File: src/core/sld_pkg.sv
// Constants and types for the synthesizer loop divider configuration bank.
// Function
// - Bypass bit skips loop filter, resets clear.
// - Reference divider ratio six bits, resets one.
// - Feedback integer eight bits, resets 100.
// - Fraction word 24 bits, three bytes, low first.
// - Modulus word 24 bits, three bytes, low first.
// - Cascade ratio twelve bits, values 4-4095 valid.
// - Fixed-delay divider divides by field plus one.
// - Fixed-delay phase offset in half input periods.
// - Loop mode 10 selects fixed-delay feedback path.
// - Modulator power-down bit resets to one.
`default_nettype none
package sld_pkg;
  localparam int ADDR_W = 9;
  localparam int DATA_W = 8;
  // ----------------------------------------------------------------
  // Register offsets
  // ----------------------------------------------------------------
  localparam logic [8:0] OFF_LOOP_CTRL = 9'h101;
  localparam logic [8:0] OFF_FILT_BYP = 9'h104;
  localparam logic [8:0] OFF_REF_DIV = 9'h105;
  localparam logic [8:0] OFF_FB_INT = 9'h107;
  localparam logic [8:0] OFF_FRAC0 = 9'h108;
  localparam logic [8:0] OFF_FRAC1 = 9'h109;
  localparam logic [8:0] OFF_FRAC2 = 9'h10A;
  localparam logic [8:0] OFF_MOD0 = 9'h10B;
  localparam logic [8:0] OFF_MOD1 = 9'h10C;
  localparam logic [8:0] OFF_MOD2 = 9'h10D;
  localparam logic [8:0] OFF_CASC_LO = 9'h10E;
  localparam logic [8:0] OFF_CASC_HI = 9'h10F;
  localparam logic [8:0] OFF_FD_RATIO = 9'h110;
  localparam logic [8:0] OFF_FD_PHASE = 9'h111;
  localparam logic [8:0] OFF_STATUS = 9'h112;
  // ----------------------------------------------------------------
  // Reset values and limits
  // ----------------------------------------------------------------
  localparam logic RST_FILT_BYP = 1'b0;
  localparam logic RST_SDM_PD = 1'b1;
  localparam logic [5:0] RST_REF_DIV = 6'h01;
  localparam logic [7:0] RST_FB_INT = 8'h64;
  localparam logic [23:0] RST_WORD = 24'h000000;
  localparam logic [11:0] RST_CASC = 12'h000;
  localparam logic [5:0] RST_FD = 6'h00;
  localparam logic [7:0] INT_MIN_VALID = 8'h0C;
  localparam logic [7:0] INT_FULL_LO = 8'h0F;
  localparam logic [7:0] INT_FULL_HI = 8'hFC;
  localparam logic [11:0] CASC_MIN = 12'h004;
  // ----------------------------------------------------------------
  // Status bit positions
  // ----------------------------------------------------------------
  localparam int ST_INT_BAD = 0;
  localparam int ST_INT_SDM = 1;
  localparam int ST_CASC_BAD = 2;
  localparam int ST_MOD_BAD = 3;
  localparam int ST_MODE_BAD = 4;
  localparam int ST_REF_BAD = 5;
  localparam int ST_W = 6;
  typedef enum logic [1:0] {
    LM_SINGLE = 2'h0,
    LM_CASCADE = 2'h1,
    LM_FIXED = 2'h2,
    LM_RSVD = 2'h3
  } sld_loop_mode_type;
endpackage : sld_pkg
`default_nettype wire

File: src/core/sld_cfg_if.sv
// Configuration fields passed from the register bank to its consumers.
`timescale 1ns/1ps
`default_nettype none
interface sld_cfg_if;
  logic [5:0] ref_ratio;
  logic [7:0] int_ratio;
  logic [23:0] frac;
  logic [23:0] modulus;
  logic [11:0] casc;
  logic [5:0] fd_ratio;
  logic [5:0] fd_phase;
  logic [1:0] loop_mode;
  logic sdm_pd;
  modport src (output ref_ratio, int_ratio, frac, modulus, casc, fd_ratio, fd_phase, loop_mode, sdm_pd);
  modport snk (input ref_ratio, int_ratio, frac, modulus, casc, fd_ratio, fd_phase, loop_mode, sdm_pd);
endinterface : sld_cfg_if
`default_nettype wire

File: src/core/sld_fb_check.sv
// Feedback path selection and configuration consistency checks.
`timescale 1ns/1ps
`default_nettype none
module sld_fb_check (
  input wire logic core_clk_i,
  input wire logic sys_rst_i,
  sld_cfg_if.snk cfg,
  output logic [2:0] path_o,
  output logic sdm_en_o,
  output logic [sld_pkg::ST_W-1:0] err_o
);
  logic [2:0] path_reg;
  logic sdm_en_reg;
  logic [sld_pkg::ST_W-1:0] err_reg;
  wire [2:0] path_next;
  wire [sld_pkg::ST_W-1:0] err_next;
  wire int_low;
  wire int_edge;
  // ----------------------------------------------------------------
  // Decode
  // ----------------------------------------------------------------
  assign int_low = cfg.int_ratio < sld_pkg::INT_MIN_VALID;
  assign int_edge = ~int_low & ((cfg.int_ratio < sld_pkg::INT_FULL_LO) |
                                (cfg.int_ratio > sld_pkg::INT_FULL_HI));
  // The reserved mode selects no path so the loop is never fed a bogus divider.
  assign path_next = (cfg.loop_mode == sld_pkg::LM_SINGLE) ? 3'h1 :
                     (cfg.loop_mode == sld_pkg::LM_CASCADE) ? 3'h2 :
                     (cfg.loop_mode == sld_pkg::LM_FIXED) ? 3'h4 : 3'h0;
  assign err_next[sld_pkg::ST_INT_BAD] = int_low;
  assign err_next[sld_pkg::ST_INT_SDM] = int_edge & ~cfg.sdm_pd;
  assign err_next[sld_pkg::ST_CASC_BAD] = cfg.casc < sld_pkg::CASC_MIN;
  assign err_next[sld_pkg::ST_MOD_BAD] = cfg.modulus <= cfg.frac;
  assign err_next[sld_pkg::ST_MODE_BAD] = cfg.loop_mode == sld_pkg::LM_RSVD;
  assign err_next[sld_pkg::ST_REF_BAD] = cfg.ref_ratio == 6'h00;

  always_ff @(posedge core_clk_i)
  begin
    if (sys_rst_i)
    begin
      path_reg <= 3'h0;
      sdm_en_reg <= 1'b0;
      err_reg <= '0;
    end
    else
    begin
      path_reg <= path_next;
      sdm_en_reg <= ~cfg.sdm_pd;
      err_reg <= err_next;
    end
  end
  assign path_o = path_reg;
  assign sdm_en_o = sdm_en_reg;
  assign err_o = err_reg;
endmodule : sld_fb_check
`default_nettype wire

File: src/core/sld_fixed_div.sv
// Fixed-delay feedback divider counting half periods of its input clock.
`timescale 1ns/1ps
`default_nettype none
module sld_fixed_div (
  input wire logic core_clk_i,
  input wire logic sys_rst_i,
  input wire logic enable_i,
  input wire logic restart_i,
  input wire logic half_tick_i,
  input wire logic [5:0] ratio_i,
  input wire logic [5:0] phase_i,
  output logic div_o
);
  logic [6:0] cnt_reg;
  logic [6:0] cnt_next;
  logic out_reg;
  wire [6:0] last_half;
  wire [6:0] high_len;
  wire load;
  // Ratio field plus one input periods make one output period of twice as many halves.
  assign last_half = {ratio_i, 1'b1};
  assign high_len = {1'b0, ratio_i} + 7'h01;
  assign load = restart_i | ~enable_i;
  // A phase above the period wraps at the next tick rather than stalling.
  always_comb
  begin
    cnt_next = cnt_reg;
    if (load)
      cnt_next = {1'b0, phase_i};
    else if (half_tick_i)
      cnt_next = (cnt_reg >= last_half) ? 7'h00 : cnt_reg + 7'h01;
  end

  always_ff @(posedge core_clk_i)
  begin
    if (sys_rst_i)
    begin
      cnt_reg <= 7'h00;
      out_reg <= 1'b0;
    end
    else
    begin
      cnt_reg <= cnt_next;
      out_reg <= enable_i & (cnt_next < high_len);
    end
  end
  assign div_o = out_reg;
endmodule : sld_fixed_div
`default_nettype wire

File: src/core/sld_regbank.sv
// Register bank for the synthesizer loop divider configuration.
`timescale 1ns/1ps
`default_nettype none
module sld_regbank (
  input wire logic core_clk_i,
  input wire logic sys_rst_i,
  input wire logic [sld_pkg::ADDR_W-1:0] reg_addr_i,
  input wire logic [sld_pkg::DATA_W-1:0] reg_wdata_i,
  input wire logic reg_wr_i,
  input wire logic reg_rd_i,
  output logic [sld_pkg::DATA_W-1:0] reg_rdata_o,
  input wire logic fd_half_tick_i,
  input wire logic fd_restart_i,
  output logic loop_filter_bypass_o,
  output logic [5:0] ref_div_ratio_o,
  output logic [7:0] fb_int_ratio_o,
  output logic [23:0] sdm_frac_o,
  output logic [23:0] sdm_mod_o,
  output logic sdm_enable_o,
  output logic [11:0] cascade_ratio_o,
  output logic [2:0] fb_path_o,
  output logic fd_div_o,
  output logic config_error_o
);
  // ----------------------------------------------------------------
  // Storage
  // ----------------------------------------------------------------
  logic filt_byp_reg;
  logic sdm_pd_reg;
  logic [1:0] loop_mode_reg;
  logic [5:0] ref_div_reg;
  logic [7:0] fb_int_reg;
  logic [7:0] frac_reg [3];
  logic [7:0] mod_reg [3];
  logic [7:0] casc_lo_reg;
  logic [3:0] casc_hi_reg;
  logic [5:0] fd_ratio_reg;
  logic [5:0] fd_phase_reg;
  logic [7:0] rdata_reg;
  logic [sld_pkg::DATA_W-1:0] rdata_next;

  sld_cfg_if cfg ();
  wire [2:0] path;
  wire sdm_en;
  wire [sld_pkg::ST_W-1:0] err;

  // ----------------------------------------------------------------
  // Address decode
  // ----------------------------------------------------------------
  wire hit_ctrl = reg_addr_i == sld_pkg::OFF_LOOP_CTRL;
  wire hit_filt = reg_addr_i == sld_pkg::OFF_FILT_BYP;
  wire hit_ref = reg_addr_i == sld_pkg::OFF_REF_DIV;
  wire hit_int = reg_addr_i == sld_pkg::OFF_FB_INT;
  wire hit_clo = reg_addr_i == sld_pkg::OFF_CASC_LO;
  wire hit_chi = reg_addr_i == sld_pkg::OFF_CASC_HI;
  wire hit_fdr = reg_addr_i == sld_pkg::OFF_FD_RATIO;
  wire hit_fdp = reg_addr_i == sld_pkg::OFF_FD_PHASE;
  wire hit_st = reg_addr_i == sld_pkg::OFF_STATUS;
  wire [2:0] hit_frac;
  wire [2:0] hit_mod;

  genvar gi;
  generate
    for (gi = 0; gi < 3; gi++)
    begin : g_word
      assign hit_frac[gi] = reg_addr_i == sld_pkg::OFF_FRAC0 + 9'(gi);
      assign hit_mod[gi] = reg_addr_i == sld_pkg::OFF_MOD0 + 9'(gi);
      always_ff @(posedge core_clk_i)
      begin
        if (sys_rst_i)
        begin
          frac_reg[gi] <= sld_pkg::RST_WORD[gi*8 +: 8];
          mod_reg[gi] <= sld_pkg::RST_WORD[gi*8 +: 8];
        end
        else
        begin
          if (reg_wr_i && hit_frac[gi])
            frac_reg[gi] <= reg_wdata_i;
          if (reg_wr_i && hit_mod[gi])
            mod_reg[gi] <= reg_wdata_i;
        end
      end
    end
  endgenerate

  // ----------------------------------------------------------------
  // Control and ratio registers
  // ----------------------------------------------------------------
  // Only the documented field bits are stored, so reserved bits cannot steer anything.
  always_ff @(posedge core_clk_i)
  begin
    if (sys_rst_i)
    begin
      filt_byp_reg <= sld_pkg::RST_FILT_BYP;
      sdm_pd_reg <= sld_pkg::RST_SDM_PD;
      loop_mode_reg <= sld_pkg::LM_SINGLE;
      ref_div_reg <= sld_pkg::RST_REF_DIV;
      fb_int_reg <= sld_pkg::RST_FB_INT;
    end
    else
    begin
      if (reg_wr_i && hit_filt)
        filt_byp_reg <= reg_wdata_i[0];
      if (reg_wr_i && hit_ctrl)
      begin
        sdm_pd_reg <= reg_wdata_i[0];
        loop_mode_reg <= reg_wdata_i[2:1];
      end
      if (reg_wr_i && hit_ref)
        ref_div_reg <= reg_wdata_i[5:0];
      if (reg_wr_i && hit_int)
        fb_int_reg <= reg_wdata_i;
    end
  end

  always_ff @(posedge core_clk_i)
  begin
    if (sys_rst_i)
    begin
      casc_lo_reg <= sld_pkg::RST_CASC[7:0];
      casc_hi_reg <= sld_pkg::RST_CASC[11:8];
      fd_ratio_reg <= sld_pkg::RST_FD;
      fd_phase_reg <= sld_pkg::RST_FD;
    end
    else
    begin
      if (reg_wr_i && hit_clo)
        casc_lo_reg <= reg_wdata_i;
      if (reg_wr_i && hit_chi)
        casc_hi_reg <= reg_wdata_i[3:0];
      if (reg_wr_i && hit_fdr)
        fd_ratio_reg <= reg_wdata_i[5:0];
      if (reg_wr_i && hit_fdp)
        fd_phase_reg <= reg_wdata_i[5:0];
    end
  end

  // ----------------------------------------------------------------
  // Configuration fan-out
  // ----------------------------------------------------------------
  assign cfg.ref_ratio = ref_div_reg;
  assign cfg.int_ratio = fb_int_reg;
  assign cfg.frac = {frac_reg[2], frac_reg[1], frac_reg[0]};
  assign cfg.modulus = {mod_reg[2], mod_reg[1], mod_reg[0]};
  assign cfg.casc = {casc_hi_reg, casc_lo_reg};
  assign cfg.fd_ratio = fd_ratio_reg;
  assign cfg.fd_phase = fd_phase_reg;
  assign cfg.loop_mode = loop_mode_reg;
  assign cfg.sdm_pd = sdm_pd_reg;

  sld_fb_check u_check (
    .core_clk_i(core_clk_i),
    .sys_rst_i(sys_rst_i),
    .cfg(cfg),
    .path_o(path),
    .sdm_en_o(sdm_en),
    .err_o(err)
  );

  // The divider only runs while it is the selected feedback path.
  sld_fixed_div u_fixed_div (
    .core_clk_i(core_clk_i),
    .sys_rst_i(sys_rst_i),
    .enable_i(path[2]),
    .restart_i(fd_restart_i),
    .half_tick_i(fd_half_tick_i),
    .ratio_i(cfg.fd_ratio),
    .phase_i(cfg.fd_phase),
    .div_o(fd_div_o)
  );

  // ----------------------------------------------------------------
  // Read path
  // ----------------------------------------------------------------
  // Unmapped addresses and reserved bits read as zero.
  assign rdata_next =
    hit_ctrl ? {5'h00, loop_mode_reg, sdm_pd_reg} :
    hit_filt ? {7'h00, filt_byp_reg} :
    hit_ref ? {2'h0, ref_div_reg} :
    hit_int ? fb_int_reg :
    hit_frac[0] ? frac_reg[0] :
    hit_frac[1] ? frac_reg[1] :
    hit_frac[2] ? frac_reg[2] :
    hit_mod[0] ? mod_reg[0] :
    hit_mod[1] ? mod_reg[1] :
    hit_mod[2] ? mod_reg[2] :
    hit_clo ? casc_lo_reg :
    hit_chi ? {4'h0, casc_hi_reg} :
    hit_fdr ? {2'h0, fd_ratio_reg} :
    hit_fdp ? {2'h0, fd_phase_reg} :
    hit_st ? {2'h0, err} : 8'h00;

  always_ff @(posedge core_clk_i)
  begin
    if (sys_rst_i)
      rdata_reg <= 8'h00;
    else
      rdata_reg <= reg_rd_i ? rdata_next : 8'h00;
  end

  assign reg_rdata_o = rdata_reg;
  assign loop_filter_bypass_o = filt_byp_reg;
  assign ref_div_ratio_o = ref_div_reg;
  assign fb_int_ratio_o = fb_int_reg;
  assign sdm_frac_o = cfg.frac;
  assign sdm_mod_o = cfg.modulus;
  assign sdm_enable_o = sdm_en;
  assign cascade_ratio_o = cfg.casc;
  assign fb_path_o = path;
  assign config_error_o = |err;
endmodule : sld_regbank
`default_nettype wire

File: config.mk
export PLATFORM = sky130hd
export DESIGN_NAME = sld_regbank
export DESIGN_NICKNAME = d
export VERILOG_FILES = /design/src/core/sld_pkg.sv /design/src/core/sld_cfg_if.sv /design/src/core/sld_fb_check.sv /design/src/core/sld_fixed_div.sv /design/src/core/sld_regbank.sv
export SDC_FILE = /design/constraint.sdc
export NUM_CORES = 1
export LEC_CHECK = 0
export ABC_AREA = 1
export BUFFER_PORTS_ARGS = -buffer_cell sky130_fd_sc_hd__buf_2
export CAP_MARGIN = 20
export CORE_ASPECT_RATIO = 1.1
export CORE_MARGIN = 3
export CORE_UTILIZATION = 40
export CTS_BUF_LIST = sky130_fd_sc_hd__clkbuf_2
export CTS_CLUSTER_DIAMETER = 40
export DETAILED_ROUTE_END_ITERATION = 7
export GPL_ROUTABILITY_DRIVEN = 0
export HOLD_SLACK_MARGIN = 0.02
export PLACE_DENSITY = 0.68
export SLEW_MARGIN = 25
export SYNTH_ARGS = -nofsm -noshare
export SYNTH_HDL_FRONTEND = slang
export SYNTH_SLANG_ARGS = --single-unit
File: constraint.sdc
create_clock -name core_clk_i -period 2.8 [get_ports core_clk_i]
set_input_delay 0 -clock core_clk_i [delete_from_list [all_inputs] [get_ports core_clk_i]]
set_output_delay 0 -clock core_clk_i [all_outputs]
set_load 0.01 [all_outputs]
==> results_dict.tcl, run 1 <==
set metrics [dict create \
    result_of_the_run "complete, no violations" \
    ys_seq_elements 116 \
    synth-edff-count 48 \
    placeableCoreArea_mm2 0.0152 \
    hpwl_mm 15.1 \
    power_leakage_nw 3.43 \
    routed_wirelength_mm 19.8 \
    clk_latency_ps 720 \
    post-synth-top-count-cell "nand2_1" \
    route.vias.total 6086 \
    arrival_ps 3420 \
    fp.dieArea_mm2 0.0172 \
    power.clock.fraction_pct 36.7 \
    power_report.internal_total_mw 2.50 \
    htree_depth 4 \
    place.port_buffers 111 \
    source_of_the_critical_timing_path "reg_addr_i[6]" \
    number_of_i_o_pins 112 \
    crit_path_end_kind "flop" \
    worst_ep_required_time_ps 3470 \
    number_of_cell_rows 47 \
    wirelength_met1_mm 8.22 \
    drtPass1Iterations 6 \
    cp_slowest_cell "dlygate4sd3_1" \
    final_core_utilization_pct 50.9 \
    maximum_clock_skew_at_final_layout_ps 26.7 \
    met3RoutedLength_mm 1.35 \
    maximum_vdd_drop_mv 0.318 \
    synthTopCellsByCount "138 x nand2_1, 106 x nor2_1, 101 x inv_1" \
    met2RoutedLength_mm 9.71 \
    post_drt_wl_per_cell_um 17.0 \
    path_buf_inv 5 \
    grt_pass1_vias 5792 \
    criticalPathCategory "input port to flop" \
    final.fill_count 1514 \
    cts_inserted_buffers 17 \
    groute.usage.overall_pct 23.2 \
    synth_area_mm2 0.00626 \
    drv.max_cap_violation_count 0 \
    pin_count_of_the_biggest_net_entering_global_routing 36 \
    fin_crit_sh_pct 98.2 \
    synth_async_sr_flop_share_pct 0 \
    final.setup.tns_ps 0 \
    nets 1017 \
    worstPathMaxFanout 12 \
    slew_viol_final 0 \
    crit_path_frequent_cell "dlygate4sd3_1" \
    p_comb_share_pct 9.9 \
    top_family_by_delay_on_critical_path "buffers and inverters" \
    die_h_um 137 \
    synthesis.yosys.warnings 0 \
    p_per_area_mw_per_mm2 446 \
    postSynthAreaPerCell_um2 7.87 \
    setup_repair_after_global_routing_missed_its_margin "false" \
    route.detailed.drc 0 \
    final_hold_viol_count 0 \
    postSynthNetCount 856 \
    switching_share_pct 27.2 \
    min_path_type "input port to flop" \
    timing.final.setup_violations 0 \
    maxSlewHeadroom_pct 62.1 \
    effective_utilization_at_floorplan_pct 41.3 \
    critical-path-max-stage-delay_ps 620 \
    grt_remaining_overflow 0 \
    post_synth_inst_count 795 \
    top_layer_used "met4" \
    crit_path_cell_trace "dlygate4sd3_1, buf_2, nor2_1, dlygate4sd3_1, nand2_1, nor3_2, dlygate4sd3_1, nand2_2, a211oi_1, dlygate4sd3_1" \
    first_iter_violations 451 \
    seq_power_share_pct 53.4 \
    r2r-start "cfg.fd_ratio[0]" \
    grt_pass1_wl_mm 30.7 \
    cp-start-kind "input port" \
    layout_min_cycle_time_ps 2750 \
    post-synth-top-area-fraction_pct 23.0 \
    synth_sequential_area_ratio_pct 44.8 \
    route.antenna.remaining_nets 0 \
    tritoncts "yes" \
    cts_num_sinks 116 \
    antenna_cell_count 0 \
    yosysUniqueCellTypes 43 \
    layout-drive-gt1-share_pct 19.8 \
    path_clk_slew_ps 170 \
    timing.fmax_ghz 0.364 \
    areaGrowthSynthToFinish_pct 23.3 \
    switching_power_uw 935 \
    die-width_um 125 \
    cts_root_buffer "clkbuf_2" \
    yosys_most_used_dff "dfxtp_1" \
    drt_via_density 5.22 \
    grt_antenna_before_repair 0 \
    cts_max_path_buffers 2 \
    worstMarginPinSlew_ps 563 \
    yosys.area.top_type "edfxtp_1" \
    top_cells_by_area_synth "edfxtp_1 23%, dfxtp_1 22%, nand2_1 8.3%, ha_1 7.6%, nor2_1 6.4%" \
    hold_path.startpoint "reg_addr_i[5]" \
]
stage by stage:
stage               cell area, µm²  setup WS, ps  total power, mW  instances  hold slack (ps)
finish                        7720          50.9             3.44       1165             17.6
global route                  7720          9.77             3.57       1165             87.7
CTS                           7710          61.4             3.46       1165             56.3
detailed placement            7060           290             2.18       1096              317
global placement              7060           356             2.18       1096              305
floorplan                     6260           522             2.03        795              130
kinds of logic after synthesis:
kind of cell / share of synthesized area [%]
xor+xnor: 0.700
buf+inv: 8.47
simple gates: 25.3
compound gates: 13.1
fa+ha+maj: 7.60
flops: 44.8
worst register-to-register path: cells and delay by family, from the launching register on:
family,cells,cell delay [ps]
adder cells (fa/ha/maj),2,610
AND/OR/NAND/NOR,7,770
AO/OA/AOI/OAI,3,640
buffers and inverters,1,100
flip-flops,1,420
worst paths after layout:
check | endpoint | slack [ps] | cells past startpoint
max reg2reg | u_fixed_div.div_o | 200 | 13
max | cfg.fd_ratio[0] | 50 | 10
min | reg_rdata_o[0] | 20 | 8
min reg2reg | ref_div_ratio_o[1] | 510 | 2
layout make-up:
class                           instances  area, µm²  area share, %
Clock buffer                           18       90.1           1.17
Clock inverter                         14        186           2.42
Inverter                              122        458           5.93
Multi-Input combinational cell        541       2930           38.0
Sequential cell                       116       2800           36.3
Tap cell                              196        245           3.18
Timing Repair Buffer                  158       1000           13.0
power by group through the flow:
stage	clock (mW)	sequential, mW	combinational, mW
4_1_cts	1.28	1.84	0.338
2_1_floorplan	0	1.88	0.150
5_1_grt	1.36	1.84	0.372
3_5_place_dp	0	1.87	0.309
6_report	1.26	1.84	0.339
3_3_place_gp	0	1.87	0.304
cell usage in the layout, fill, tap and decap left out, types with 4 or more instances in the layout:
cell type,synthesis,final
clkbuf_2,0,18
inv_2,17,17
o21ai_0,42,42
buf_2,4,111
nor2_1,106,106
o211ai_1,12,12
dfxtp_1,68,67
dlygate4sd3_1,0,37
inv_1,101,101
nor4_1,4,4
nand4_1,21,21
buf_4,2,10
nor3_1,13,13
ha_1,38,38
o21ai_1,6,6
a211oi_1,7,7
bufinv_16,0,4
nor2_2,10,10
nand2_1,138,136
edfxtp_1,48,48
nand3_1,43,43
o221ai_1,4,4
clkinv_1,4,6
nor2_4,4,4
a21oi_1,64,64
repair_timing:
item / 4_1_cts / 5_1_grt
resized for setup: 0 / 3
hold buffers: 37 / 0
endpoints found under the hold margin: 158 / 0
setup endpoints to repair: 0 / 3
buffers inserted: 0 / 0
per-layer routing:
layer  track usage (%)  up-vias
li1                  -     2999
met1              28.7     2790
met2              39.9      253
met3              4.65       44
met4              9.34        0
met5                 0        -
Power figures use the tool's default switching activity.
==> run 2: changes to the inputs <==
--- a/config.mk
+++ b/config.mk
@@ -20,4 +20,5 @@
 export SLEW_MARGIN = 25
 export SYNTH_ARGS = -nofsm -noshare
 export SYNTH_HDL_FRONTEND = slang
+export SYNTH_HIERARCHICAL = 1
 export SYNTH_SLANG_ARGS = --single-unit
==> results_dict.tcl, run 2 <==
set metrics [dict create \
    critical-path-max-stage-delay_ps 580 \
    criticalPathCategory "input port to flop" \
    hpwl_mm 15.6 \
    cts_root_buffer "clkbuf_2" \
    yosysUniqueCellTypes 42 \
    worst_ep_required_time_ps 3440 \
    ys_seq_elements 116 \
    layout_min_cycle_time_ps 2610 \
    worstPathMaxFanout 7 \
    drt_via_density 5.21 \
    layout-drive-gt1-share_pct 21.0 \
    synthTopCellsByCount "171 x nand2_1, 112 x inv_1, 96 x nor2_1" \
    grt_pass1_wl_mm 32.6 \
    cts_num_sinks 116 \
    timing.fmax_ghz 0.383 \
    number_of_cell_rows 48 \
    crit_path_end_kind "flop" \
    maxSlewHeadroom_pct 57.6 \
    post-synth-top-count-cell "nand2_1" \
    setup_repair_after_global_routing_missed_its_margin "false" \
    cp-start-kind "input port" \
    min_path_type "input port to flop" \
    crit_path_frequent_cell "dlygate4sd3_1" \
    maximum_vdd_drop_mv 0.221 \
    nets 1059 \
    fin_hold_ws_ps 56.0 \
    route.detailed.drc 0 \
    postSynthNetCount 900 \
    cts_max_path_buffers 2 \
    place.port_buffers 111 \
    cts_inserted_buffers 17 \
    layout_commonest_cell "nand2_1" \
    placeableCoreArea_mm2 0.0157 \
    synth_async_sr_flop_share_pct 0 \
    top_cells_by_area_synth "edfxtp_1 22%, dfxtp_1 21%, nand2_1 10%, ha_1 7.4%, inv_1 6.5%" \
    synth_area_mm2 0.00645 \
    grt_pass1_vias 5920 \
    yosys_most_used_dff "dfxtp_1" \
    clk_latency_ps 700 \
    yosys.area.top_type "edfxtp_1" \
    fin_crit_sh_pct 93.4 \
    maximum_clock_skew_at_final_layout_ps 38.0 \
    route.vias.total 6313 \
    final_hold_viol_count 0 \
    synth-edff-count 48 \
    areaGrowthSynthToFinish_pct 21.8 \
    post-synth-top-area-fraction_pct 22.4 \
    effective_utilization_at_floorplan_pct 41.0 \
    groute.usage.overall_pct 23.7 \
    postSynthAreaPerCell_um2 7.69 \
    post_synth_inst_count 839 \
    route.antenna.remaining_nets 0 \
    timing.final.setup_violations 0 \
    first_iter_violations 593 \
    routed_wirelength_mm 20.8 \
    grt_remaining_overflow 0 \
    slew_viol_final 0 \
    tritoncts "yes" \
    cp_slowest_cell "dlygate4sd3_1" \
    layout_common_cells "170 x nand2_1, 112 x inv_1, 111 x buf_2" \
    grt_antenna_before_repair 1 \
    post_drt_wl_per_cell_um 17.2 \
    die-width_um 127 \
    fp.dieArea_mm2 0.0177 \
    fin_ws_ps 186 \
    post-place-ws_ps 313 \
    number_of_i_o_pins 112 \
    crit_path_cell_trace "dlygate4sd3_1, buf_2, nand2_1, dlygate4sd3_1, inv_1, nand2_1, nor2_2, nand3_1, dlygate4sd3_1, a21oi_1, dlygate4sd3_1" \
    power_leakage_nw 3.62 \
    drtPass1Iterations 6 \
    htree_depth 4 \
    synth_sequential_area_ratio_pct 43.5 \
    path_clk_slew_ps 190 \
    synthesis.yosys.warnings 6 \
    result_of_the_run "complete, no violations" \
    final.fill_count 1574 \
    arrival_ps 3250 \
    p_per_area_mw_per_mm2 419 \
    worstMarginPinSlew_ps 633 \
    die_h_um 139 \
    final.setup.tns_ps 0 \
    pin_count_of_the_biggest_net_entering_global_routing 26 \
    drv.max_cap_violation_count 0 \
]
-- run 2: what timing repair did --
item / 4_1_cts / 5_1_grt
hold buffers: 36 / 0
gates resized for setup: 0 / 8
endpoints found under the hold margin: 121 / 0
buffers inserted: 0 / 1
setup endpoints to repair: 0 / 1
-- run 2: worst max-delay path, delay by kind of cell --
kind            cells  cell delay [ps]
compound gates      1              140
buf+inv             6             2540
simple gates        4              560
-- run 2: path summary, 6_finish.rpt --
kind / startpoint / endpoint / slack [ps] / cells after the start
setup / recovery: reg_addr_i[0] / casc_hi_reg[3] / 190 / 11
hold / removal: reg_addr_i[7] / loop_filter_bypass_o / 60 / 6
setup reg to reg: cfg.fd_ratio[4] / u_fixed_div/cnt_reg[5] / 190 / 11
hold reg to reg: cfg.loop_mode[1] / u_check/path_o[2] / 510 / 2
-- run 2: cell type report --
class	instances	area (µm²)	area share [%]
clock buffer	19	95.1	1.21
antenna	1	2.50	0.0319
clock inverter	13	135	1.72
timing repair buffer	156	983	12.5
tap	200	250	3.19
sequential	116	2810	35.8
multi-input combinational	572	3070	39.1
inverter	135	507	6.45
-- run 2: routing by layer --
| metal | GRT usage (%) | share of wire [%] | up-vias | routed length, µm |
|---|---|---|---|---|
| met3 | 4.66 | 7.2 | 34 | 1500 |
| met4 | 6.89 | 1.6 | 0 | 341 |
| li1 | - | - | 3070 | - |
| met5 | 0 | 0 | - | 0 |
| met1 | 30.7 | 42 | 2918 | 8660 |
| met2 | 39.9 | 50 | 291 | 10300 |
-- run 2: kinds of logic (layout without fill, tap and decap cells) --
family                   Yosys count  count (layout)  share of synthesized area, %
AND/OR/NAND/NOR                  389             389                          27.5
buffers and inverters            151             323                          8.98
AO/OA/AOI/OAI                    137             137                          11.6
flip-flops                       116             116                          43.5
adder cells (fa/ha/maj)           38              38                          7.37
XOR/XNOR                           8               8                          1.09
other                              0               1                             0
-- run 2: per-stage QoR --
step	power [mW]	cells	util (%)	instance area (µm²)
2_1_floorplan	2.04	839	-	6450
3_3_place_gp	2.19	1142	46.0	7240
3_5_place_dp	2.20	1142	46.0	7240
4_1_cts	3.30	1210	49.8	7830
5_1_grt	3.42	1212	49.9	7860
6_report	3.29	1212	49.9	7860
-- run 2: power by group --
part / switching [mW] / internal (mW) / leakage [nW]
sequential: 0.0477 / 1.80 / 1.01
combinational: 0.225 / 0.123 / 2.47
clock: 0.685 / 0.415 / 0.146
total: 0.958 / 2.34 / 3.62
